--- src/pkg/rsc_pkg.sv ---
// Shared constants, types and helpers of the reset source controller.
package rsc_pkg;

  // ****************************************************************
  // Register map and field positions
  // ****************************************************************
  localparam logic [7:0] ADR_GUARD   = 8'h00;
  localparam logic [7:0] ADR_CAUSE   = 8'h04;
  localparam logic [7:0] ADR_LEVEL   = 8'h08;
  localparam logic [7:0] ADR_FILTER  = 8'h0C;
  localparam int         FLAG_GUARD  = 3;
  localparam int         FLAG_BO     = 2;
  localparam int         FLAG_LVLCFG = 1;
  localparam int         FLAG_WDT    = 0;

  // ****************************************************************
  // Codes and reset values
  // ****************************************************************
  localparam logic [7:0] GUARD_IO    = 8'h55;
  localparam logic [7:0] GUARD_PIN   = 8'hAA;
  localparam logic [7:0] LVL_1V70    = 8'h66;
  localparam logic [7:0] LVL_1V90    = 8'h55;
  localparam logic [7:0] LVL_2V55    = 8'h33;
  localparam logic [7:0] LVL_3V15    = 8'h99;
  localparam logic [7:0] LVL_3V80    = 8'hAA;
  localparam logic [7:0] LVL_OFF     = 8'hF0;
  localparam logic [7:0] LVL_POR     = LVL_1V70;
  localparam logic [1:0] FILT_POR    = 2'h1;
  localparam logic [3:0] FLAGS_POR   = 4'h0;

  // ****************************************************************
  // Timing counts in clock cycles and sub-clock periods
  // ****************************************************************
  localparam int         SRESET_CYCLES = 64;
  localparam int         RSTD_CYCLES   = 256;
  localparam int         PULSE_CYCLES  = 8;
  localparam logic [7:0] FILT_LIM0     = 8'h08;
  localparam logic [7:0] FILT_LIM1     = 8'h20;
  localparam logic [7:0] FILT_LIM2     = 8'h40;
  localparam logic [7:0] FILT_LIM3     = 8'h80;

  // ****************************************************************
  // Types and helpers
  // ****************************************************************
  typedef enum logic [2:0] {
    RSC_PULSE,
    RSC_RUN,
    RSC_ARM,
    RSC_PIN_HOLD,
    RSC_PIN_DELAY
  } rsc_state_t;

  function automatic logic rsc_level_ok(input logic [7:0] v);
    return (v == LVL_1V70) || (v == LVL_1V90) || (v == LVL_2V55) ||
           (v == LVL_3V15) || (v == LVL_3V80) || (v == LVL_OFF);
  endfunction : rsc_level_ok

  function automatic logic [2:0] rsc_level_idx(input logic [7:0] v);
    case (v)
      LVL_1V90: return 3'h1;
      LVL_2V55: return 3'h2;
      LVL_3V15: return 3'h3;
      LVL_3V80: return 3'h4;
      default:  return 3'h0;
    endcase
  endfunction : rsc_level_idx

endpackage : rsc_pkg

--- src/pkg/rsc_bo_if.sv ---
// Carrier between the controller and its brown-out filter.
`timescale 1ns/100ps
interface rsc_bo_if;
  logic       enable;
  logic [1:0] filt_sel;
  logic       low_supply;
  logic       sub_tick;
  logic       trip;

  modport ctl (
    output enable,
    output filt_sel,
    output low_supply,
    output sub_tick,
    input  trip
  );

  modport flt (
    input  enable,
    input  filt_sel,
    input  low_supply,
    input  sub_tick,
    output trip
  );
endinterface : rsc_bo_if

--- src/rtl/rsc_sync3.sv ---
// Three-stage input synchroniser with agreement filter.
`timescale 1ns/100ps
module rsc_sync3 #(
  parameter logic INIT = 1'b1
) (
  // Clock and reset
  input  wire logic clk,
  input  wire logic reset,
  // Data
  input  wire logic din,
  output logic      dout
);

  typedef struct packed {
    logic ff1;
    logic ff2;
    logic ff3;
    logic stable;
  } rsc_sync_t;

  rsc_sync_t s_q;
  rsc_sync_t s_d;

  // A change is believed only once the two settled stages agree.
  always_comb begin
    s_d = s_q;
    s_d.ff1 = din;
    s_d.ff2 = s_q.ff1;
    s_d.ff3 = s_q.ff2;
    if (s_q.ff2 == s_q.ff3) begin
      s_d.stable = s_q.ff3;
    end
  end

  always_ff @(posedge clk or posedge reset) begin
    if (reset) begin
      s_q <= '{ff1: INIT, ff2: INIT, ff3: INIT, stable: INIT};
    end else begin
      s_q <= s_d;
    end
  end

  assign dout = s_q.stable;

endmodule : rsc_sync3

--- src/rtl/rsc_bo_filter.sv ---
// Brown-out duration filter counting sub-clock periods of low supply.
`timescale 1ns/100ps
module rsc_bo_filter (
  // Clock and reset
  input  wire logic clk,
  input  wire logic reset,
  // Controller side
  rsc_bo_if.flt     bo
);

  typedef struct packed {
    logic [7:0] cnt;
    logic       trip;
  } rsc_filt_t;

  rsc_filt_t  s_q;
  rsc_filt_t  s_d;
  logic [7:0] limit;

  always_comb begin
    case (bo.filt_sel)
      2'h0:    limit = rsc_pkg::FILT_LIM0;
      2'h1:    limit = rsc_pkg::FILT_LIM1;
      2'h2:    limit = rsc_pkg::FILT_LIM2;
      default: limit = rsc_pkg::FILT_LIM3;
    endcase
  end

  // The first period is partial, so the real width is limit-1 to limit.
  always_comb begin
    s_d = s_q;
    s_d.trip = 1'b0;
    if (!bo.enable || !bo.low_supply) begin
      s_d.cnt = 8'h00;
    end else if (bo.sub_tick) begin
      if (s_q.cnt == limit - 8'h01) begin
        s_d.cnt = 8'h00;
        s_d.trip = 1'b1;
      end else begin
        s_d.cnt = s_q.cnt + 8'h01;
      end
    end
  end

  always_ff @(posedge clk or posedge reset) begin
    if (reset) begin
      s_q <= '{cnt: 8'h00, trip: 1'b0};
    end else begin
      s_q <= s_d;
    end
  end

  assign bo.trip = s_q.trip;

endmodule : rsc_bo_filter

--- src/rtl/rsc_top.sv ---
// Reset source controller with brown-out supervisor and Wishbone registers.
`timescale 1ns/100ps
module rsc_top #(
  parameter int SRESET_CYCLES = rsc_pkg::SRESET_CYCLES,
  parameter int RSTD_CYCLES   = rsc_pkg::RSTD_CYCLES,
  parameter int PULSE_CYCLES  = rsc_pkg::PULSE_CYCLES
) (
  // Clock and power-on reset
  input  wire logic        clk,
  input  wire logic        reset,
  // Wishbone slave
  input  wire logic        wb_cyc_i,
  input  wire logic        wb_stb_i,
  input  wire logic        wb_we_i,
  input  wire logic [7:0]  wb_adr_i,
  input  wire logic [3:0]  wb_sel_i,
  input  wire logic [31:0] wb_dat_i,
  output logic      [31:0] wb_dat_o,
  output logic             wb_ack_o,
  // Pins and analog inputs
  input  wire logic        external_clear_pin_n,
  input  wire logic        low_supply_raw,
  input  wire logic        sub_clk_raw,
  // Core side
  input  wire logic        sleep_idle,
  input  wire logic        other_reset_req,
  input  wire logic        watchdog_cfg_fault,
  output logic             sys_reset,
  output logic             port_preset,
  output logic             pin_reset_func,
  output logic             brownout_enable,
  output logic [2:0]       brownout_threshold_sel
);

  // ****************************************************************
  // State
  // ****************************************************************
  typedef struct packed {
    rsc_pkg::rsc_state_t state;
    logic [15:0]         cnt;
    logic [7:0]          guard;
    logic [7:0]          level;
    logic [1:0]          filt;
    logic [3:0]          flags;
    logic                cause_g;
    logic                cause_l;
    logic                por;
    logic                ack;
    logic [7:0]          dat;
    logic                sys_reset;
    logic                port_preset;
    logic                pin_func;
    logic                bo_en;
    logic [2:0]          lvl_sel;
    logic                sub_prev;
  } rsc_top_t;

  rsc_top_t s_q;
  rsc_top_t s_d;

  logic     pin_n_s;
  logic     low_s;
  logic     sub_s;
  rsc_bo_if bo ();

  // ****************************************************************
  // Pin synchronisers and brown-out filter
  // ****************************************************************
  rsc_sync3 #(.INIT(1'b1)) u_sync_pin (
    .clk   (clk),
    .reset (reset),
    .din   (external_clear_pin_n),
    .dout  (pin_n_s)
  );

  rsc_sync3 #(.INIT(1'b0)) u_sync_low (
    .clk   (clk),
    .reset (reset),
    .din   (low_supply_raw),
    .dout  (low_s)
  );

  rsc_sync3 #(.INIT(1'b0)) u_sync_sub (
    .clk   (clk),
    .reset (reset),
    .din   (sub_clk_raw),
    .dout  (sub_s)
  );

  // filter field and threshold steer the supervisor
  assign bo.enable     = s_q.bo_en;
  assign bo.filt_sel   = s_q.filt;
  assign bo.low_supply = low_s;
  assign bo.sub_tick   = sub_s & ~s_q.sub_prev;

  rsc_bo_filter u_filter (
    .clk   (clk),
    .reset (reset),
    .bo    (bo)
  );

  // ****************************************************************
  // Next-state logic
  // ****************************************************************
  always_comb begin
    logic       acc;
    logic       wr;
    logic       guard_bad;
    logic       lvl_bad;
    logic       pin_low;
    logic       go_pulse;
    logic [3:0] set;
    logic [3:0] clr;
    acc = 1'b0;
    wr = 1'b0;
    guard_bad = 1'b0;
    lvl_bad = 1'b0;
    pin_low = 1'b0;
    go_pulse = 1'b0;
    set = 4'h0;
    clr = 4'h0;
    s_d = s_q;
    s_d.sub_prev = sub_s;

    // Bus: answer one cycle after the request, drop ack the next cycle.
    acc = wb_cyc_i & wb_stb_i & ~s_q.ack;
    wr = acc & wb_we_i & wb_sel_i[0];
    s_d.ack = acc;
    s_d.dat = 8'h00;
    if (acc && !wb_we_i) begin
      case (wb_adr_i)
        rsc_pkg::ADR_GUARD:  s_d.dat = s_q.guard;
        rsc_pkg::ADR_CAUSE:  s_d.dat = {4'h0, s_q.flags};
        rsc_pkg::ADR_LEVEL:  s_d.dat = s_q.level;
        rsc_pkg::ADR_FILTER: s_d.dat = {6'h00, s_q.filt};
        default:             s_d.dat = 8'h00;
      endcase
    end
    if (wr) begin
      case (wb_adr_i)
        rsc_pkg::ADR_GUARD:  s_d.guard = wb_dat_i[7:0];
        rsc_pkg::ADR_CAUSE:  clr = ~wb_dat_i[3:0];
        rsc_pkg::ADR_LEVEL:  s_d.level = wb_dat_i[7:0];
        rsc_pkg::ADR_FILTER: s_d.filt = wb_dat_i[1:0];
        default:             clr = 4'h0;
      endcase
    end

    guard_bad = (s_q.guard != rsc_pkg::GUARD_IO) &&
                (s_q.guard != rsc_pkg::GUARD_PIN);
    lvl_bad = !rsc_pkg::rsc_level_ok(s_q.level);
    pin_low = (s_q.guard == rsc_pkg::GUARD_PIN) && !pin_n_s;
    set[rsc_pkg::FLAG_WDT] = watchdog_cfg_fault;

    if (bo.trip && s_q.state != rsc_pkg::RSC_PULSE) begin
      set[rsc_pkg::FLAG_BO] = 1'b1;
      go_pulse = 1'b1;
    end else begin
      case (s_q.state)
        rsc_pkg::RSC_RUN: begin
          if (pin_low) begin
            s_d.state = rsc_pkg::RSC_PIN_HOLD;
          end else if (guard_bad || lvl_bad) begin
            s_d.state = rsc_pkg::RSC_ARM;
            s_d.cnt = 16'h0000;
            s_d.cause_g = guard_bad;
            s_d.cause_l = lvl_bad;
          end else if (other_reset_req) begin
            go_pulse = 1'b1;
          end
        end
        rsc_pkg::RSC_ARM: begin
          if (s_q.cnt == 16'(SRESET_CYCLES - 1)) begin
            set[rsc_pkg::FLAG_GUARD] = s_q.cause_g;
            set[rsc_pkg::FLAG_LVLCFG] = s_q.cause_l;
            go_pulse = 1'b1;
          end else begin
            s_d.cnt = s_q.cnt + 16'h0001;
          end
        end
        rsc_pkg::RSC_PIN_HOLD: begin
          if (!pin_low) begin
            s_d.state = rsc_pkg::RSC_PIN_DELAY;
            s_d.cnt = 16'h0000;
          end
        end
        rsc_pkg::RSC_PIN_DELAY: begin
          if (pin_low) begin
            s_d.state = rsc_pkg::RSC_PIN_HOLD;
          end else if (s_q.cnt == 16'(RSTD_CYCLES - 1)) begin
            s_d.state = rsc_pkg::RSC_RUN;
            s_d.guard = rsc_pkg::GUARD_IO;
          end else begin
            s_d.cnt = s_q.cnt + 16'h0001;
          end
        end
        rsc_pkg::RSC_PULSE: begin
          if (s_q.cnt == 16'(PULSE_CYCLES - 1)) begin
            s_d.state = rsc_pkg::RSC_RUN;
            s_d.por = 1'b0;
          end else begin
            s_d.cnt = s_q.cnt + 16'h0001;
          end
        end
        default: begin
          s_d.state = rsc_pkg::RSC_RUN;
        end
      endcase
    end

    if (go_pulse) begin
      s_d.state = rsc_pkg::RSC_PULSE;
      s_d.cnt = 16'h0000;
      s_d.guard = rsc_pkg::GUARD_IO;
      // A brown-out reset keeps the level; a level fault restores it.
      if (s_q.state == rsc_pkg::RSC_ARM && s_q.cause_l) begin
        s_d.level = rsc_pkg::LVL_POR;
      end
    end

    s_d.flags = (s_q.flags & ~clr) | set;

    // Outputs are registered from the next state.
    s_d.sys_reset = s_d.state != rsc_pkg::RSC_RUN;
    s_d.port_preset = s_d.por;
    s_d.pin_func = s_d.guard == rsc_pkg::GUARD_PIN;
    s_d.bo_en = !sleep_idle && (s_d.level != rsc_pkg::LVL_OFF) &&
                rsc_pkg::rsc_level_ok(s_d.level);
    s_d.lvl_sel = rsc_pkg::rsc_level_idx(s_d.level);
  end

  // ****************************************************************
  // Registers
  // ****************************************************************
  always_ff @(posedge clk or posedge reset) begin
    if (reset) begin
      s_q.state       <= rsc_pkg::RSC_PULSE;
      s_q.cnt         <= 16'h0000;
      s_q.guard       <= rsc_pkg::GUARD_IO;
      s_q.level       <= rsc_pkg::LVL_POR;
      s_q.filt        <= rsc_pkg::FILT_POR;
      s_q.flags       <= rsc_pkg::FLAGS_POR;
      s_q.cause_g     <= 1'b0;
      s_q.cause_l     <= 1'b0;
      s_q.por         <= 1'b1;
      s_q.ack         <= 1'b0;
      s_q.dat         <= 8'h00;
      s_q.sys_reset   <= 1'b1;
      s_q.port_preset <= 1'b1;
      s_q.pin_func    <= 1'b0;
      s_q.bo_en       <= 1'b1;
      s_q.lvl_sel     <= 3'h0;
      s_q.sub_prev    <= 1'b0;
    end else begin
      s_q <= s_d;
    end
  end

  assign wb_dat_o               = {24'h000000, s_q.dat};
  assign wb_ack_o               = s_q.ack;
  assign sys_reset              = s_q.sys_reset;
  assign port_preset            = s_q.port_preset;
  assign pin_reset_func         = s_q.pin_func;
  assign brownout_enable        = s_q.bo_en;
  assign brownout_threshold_sel = s_q.lvl_sel;

endmodule : rsc_top

--- config.mk ---
export PLATFORM = sky130hd
export DESIGN_NAME = rsc_top
export DESIGN_NICKNAME = d
export VERILOG_FILES = /design/src/pkg/rsc_pkg.sv /design/src/pkg/rsc_bo_if.sv /design/src/rtl/rsc_sync3.sv /design/src/rtl/rsc_bo_filter.sv /design/src/rtl/rsc_top.sv
export SDC_FILE = /design/constraint.sdc
export NUM_CORES = 1
export LEC_CHECK = 0
export ABC_AREA = 1
export BUFFER_PORTS_ARGS = -buffer_cell sky130_fd_sc_hd__buf_2
export CAP_MARGIN = 20
export CORE_MARGIN = 2
export CORE_UTILIZATION = 52
export CTS_BUF_LIST = sky130_fd_sc_hd__clkbuf_4
export DETAILED_ROUTE_END_ITERATION = 10
export PLACE_DENSITY = 0.9
export SYNTH_ARGS = -nofsm -noshare
export SYNTH_HDL_FRONTEND = slang
export SYNTH_SLANG_ARGS = --single-unit
--- constraint.sdc ---
create_clock -name clk -period 2.8 [get_ports clk]
set_clock_uncertainty 0.15 [all_clocks]
set_input_delay 0.7 -clock clk [delete_from_list [all_inputs] [get_ports clk]]
set_output_delay 0.7 -clock clk [all_outputs]
set_load 0.05 [all_outputs]
==> run metrics <==
Fmax=approximately 410 MHz; layout cell share with drive strength beyond 1=0.194; Setup crit end kind=register; Max rail drop VDD=0.000212 V; largest net degree at the start of global routing=33; register bit count reported by yosys=a little over 80; final setup TNS=0 ps; Via density=roughly 5.4; crit path time final=about 2400 ps; row count=34; first-pass GRT wire length=~18,000 um; GRT Util Overall=0.227; Cell variety after synth=50; Worst-Skew Late Latency=between 400 and 500 ps; synth top area cells=dfrtp_1 (34%), nand2_1 (10%), dfstp_2 (8.9%), inv_1 (6.8%), buf_4 (5.7%); Yosys top cell area share=0.343; Hold Startpoint=external_clear_pin_n; initial antenna violation count=0; xor/xnor share of the synthesized area=0.0314; root buf cell=clkbuf_4; Hold Path Class=input pin to register; Worst Setup SP=s_q[40]$_DFF_PP1_; antenna-violating nets left=0; Hold-fix buffers, CTS=0; Clock transition at path regs=140 ps; core area=8810 um2; gp weighted congestion=0.966; CP Max Fanout=11; Die Width=between 90 and 100 um; area leader, netlist=dfrtp_1; number of global-route vias before repair=4,001; Synth Area per Inst=a little under 8 um2; post-synthesis sequential area ratio=0.431; main flop type after synthesis=dfrtp_1; DRT Wirelength=~11,000 um; Post-Synth Simple-Gate Area=0.278; post-synthesis mux area share=0.00211; CTS tree=yes; Crit Path Category=register to register; die area=between 9000 and 10,000 um2; detailed-route DRC error count=0; Die Height=approximately 100 um; Setup crit start kind=register; Clock Sinks=slightly above 80; RR Startpoint=s_q[40]$_DFF_PP1_; largest family of logic cells by synthesized area=simple AND/OR/NAND/NOR gates; Detailed Route Iter0 Violations=between 200 and 250; most frequent cells after synthesis=nand2_1 (128), inv_1 (86), dfrtp_1 (65); total CTS buffers=9; status=complete, no violations; Post-Synth Adder-Cell Area=0.0116; RSZ-0062 raised after global routing=false; Req. time, crit path=around 3000 ps; Area Growth Syn to Fin=8.04%; Slew Limit Fails=0; FFs w/ async S/R, synth=1.00; Synth Cell Area=roughly 4700 um2; Pre-Repair DR Iteration Count=7; Initial Util=0.539; nets=roughly 700; Clock Tree Buf Depth=2; number of flops mapped to enable cells by yosys=0; Compound-Gate Fraction of Synth Area=0.105; dpl hpwl=8000 um; Port Buffers=43; GRT overflow=0; diodes inserted=0; number of fill cells=756; Slew Limit Headroom=0.543; power per cell area=423 nW/um2; Fin. Hold Viols=0; placed insts=between 700 and 800; Worst Tran Pin Value=~700 ps; post-cts sizing count=0; Final Cycle Share=0.865; wire per inst=14.1 um; leading cell type by number of instances after synthesis=nand2_1; Warnings, synthesis=0; WP data arrival=around 2600 ps; Vias=approximately 4,000; MaxCap Viol Count=0; post-CTS setup buffer count=0; Setup-failing EPs final=0; Post-Syn Instances=601; Leak=about 2.6 nW; num ports=between 90 and 100; non-filler cells, final=758; CTS H-tree lvls=3
worst max-delay path: stages (launching register included):
cell and delay [ps]:
dfstp_2 410, inv_1 50, nand2_1 50, nor2_1 160, nand3b_2 270, nand2_1 130, inv_1 50, nand3_2 50
nand3_2 140, nor2_1 360, nand2_1 150, nor4_2 350
stage by stage:
stage / total power, W / cell area [um2] / setup slack, ps / hold slack (ps) / util
6_report: 0.00217 / 5130 / 379 / 192 / 0.583
5_1_grt: 0.00225 / 5130 / 192 / 151 / 0.583
4_1_cts: 0.00219 / 5130 / 383 / 176 / 0.583
3_5_place_dp: 0.00139 / 4960 / 153 / 186 / 0.564
3_3_place_gp: 0.00138 / 4960 / 256 / 183 / 0.564
2_1_floorplan: 0.00136 / 4840 / 526 / 181 / -
kinds of logic after synthesis:
logic type / after synthesis
muxes: 1
xor gates and xnor gates: 17
DFF: 81
and+or+nand+nor: 276
buffers and inverters: 137
other: 1
AOI/OAI and AO/OA: 83
adders and majority gates: 5
layout by cell type (no fill, tap or decap), types with 5 or more instances in the layout:
cell type	netlist	layout
clkbuf_4	0	9
inv_2	7	7
nor3_1	9	9
dfrtp_1	65	65
o21ai_1	24	24
dfstp_2	16	16
nand3b_1	8	8
a21oi_1	13	13
inv_1	86	85
conb_1	1	24
nor2_1	59	59
nand4_1	8	8
buf_2	2	43
xor2_1	17	17
o21ai_0	24	24
buf_4	36	9
nand2_1	128	128
nor4_1	5	5
nand3_1	34	34
path summary, 6_finish.rpt:
path | to | slack, ps | cells past startpoint
worst min register to register | u_sync_pin.s_d[1]$_DFF_PP1_ | 220 | 0
worst min-delay path | u_sync_pin.s_d[2]$_DFF_PP1_ | 190 | 1
min in group asynchronous | s_q[41]$_DFF_PP0_ | 200 | 2
worst max register to register | pin_reset_func$_DFF_PP0_ | 380 | 11
worst max-delay path | pin_reset_func$_DFF_PP0_ | 380 | 11
max in group asynchronous | sys_reset$_DFF_PP1_ | 1600 | 3
where the power goes:
part / switching (W) / total [W] / leakage, nW / internal [W]
combinational: 0.000133 / 0.000165 / 1.56 / 0.0000325
clock: 0.000435 / 0.000806 / 0.0913 / 0.000371
sequential: 0.00000917 / 0.00120 / 0.982 / 0.00119
total: 0.000576 / 0.00217 / 2.64 / 0.00159
final cells by class:
cell class	count	area [um2]	share of cell area
multi-input cells	406	2120	0.413
clock buffers	9	67.6	0.0132
well taps	108	135	0.0263
repair buffers	53	303	0.0590
inverters	94	357	0.0695
flip-flops and latches	81	2050	0.399
clock inverters	7	100	0.0195
per-layer routing:
metal / vias up / wire (um) / track usage
li1: 1956 / - / -
met1: 1918 / 4200 / 0.267
met2: 191 / 5510 / 0.399
met3: 30 / 670 / 0.0492
met4: 0 / 292 / 0.0991
met5: - / 0 / 0
state kept, by name, summed over array words and instances, names as in the netlist:
signal                  count
u_sync_low.s_q              1
u_sync_pin.s_d              2
u_sync_low.dout             1
port_preset                 1
u_sync_sub.dout             1
brownout_enable             1
u_sync_sub.s_q              1
u_sync_pin.s_q              1
sys_reset                   1
u_sync_low.s_d              2
wb_dat_o                    8
u_filter.s_q                8
s_q                        42
pin_reset_func              1
u_sync_sub.s_d              2
wb_ack_o                    1
u_filter.bo.trip            1
u_sync_pin.dout             1
bo.filt_sel                 2
brownout_threshold_sel      3
Power figures use the tool's default switching activity.
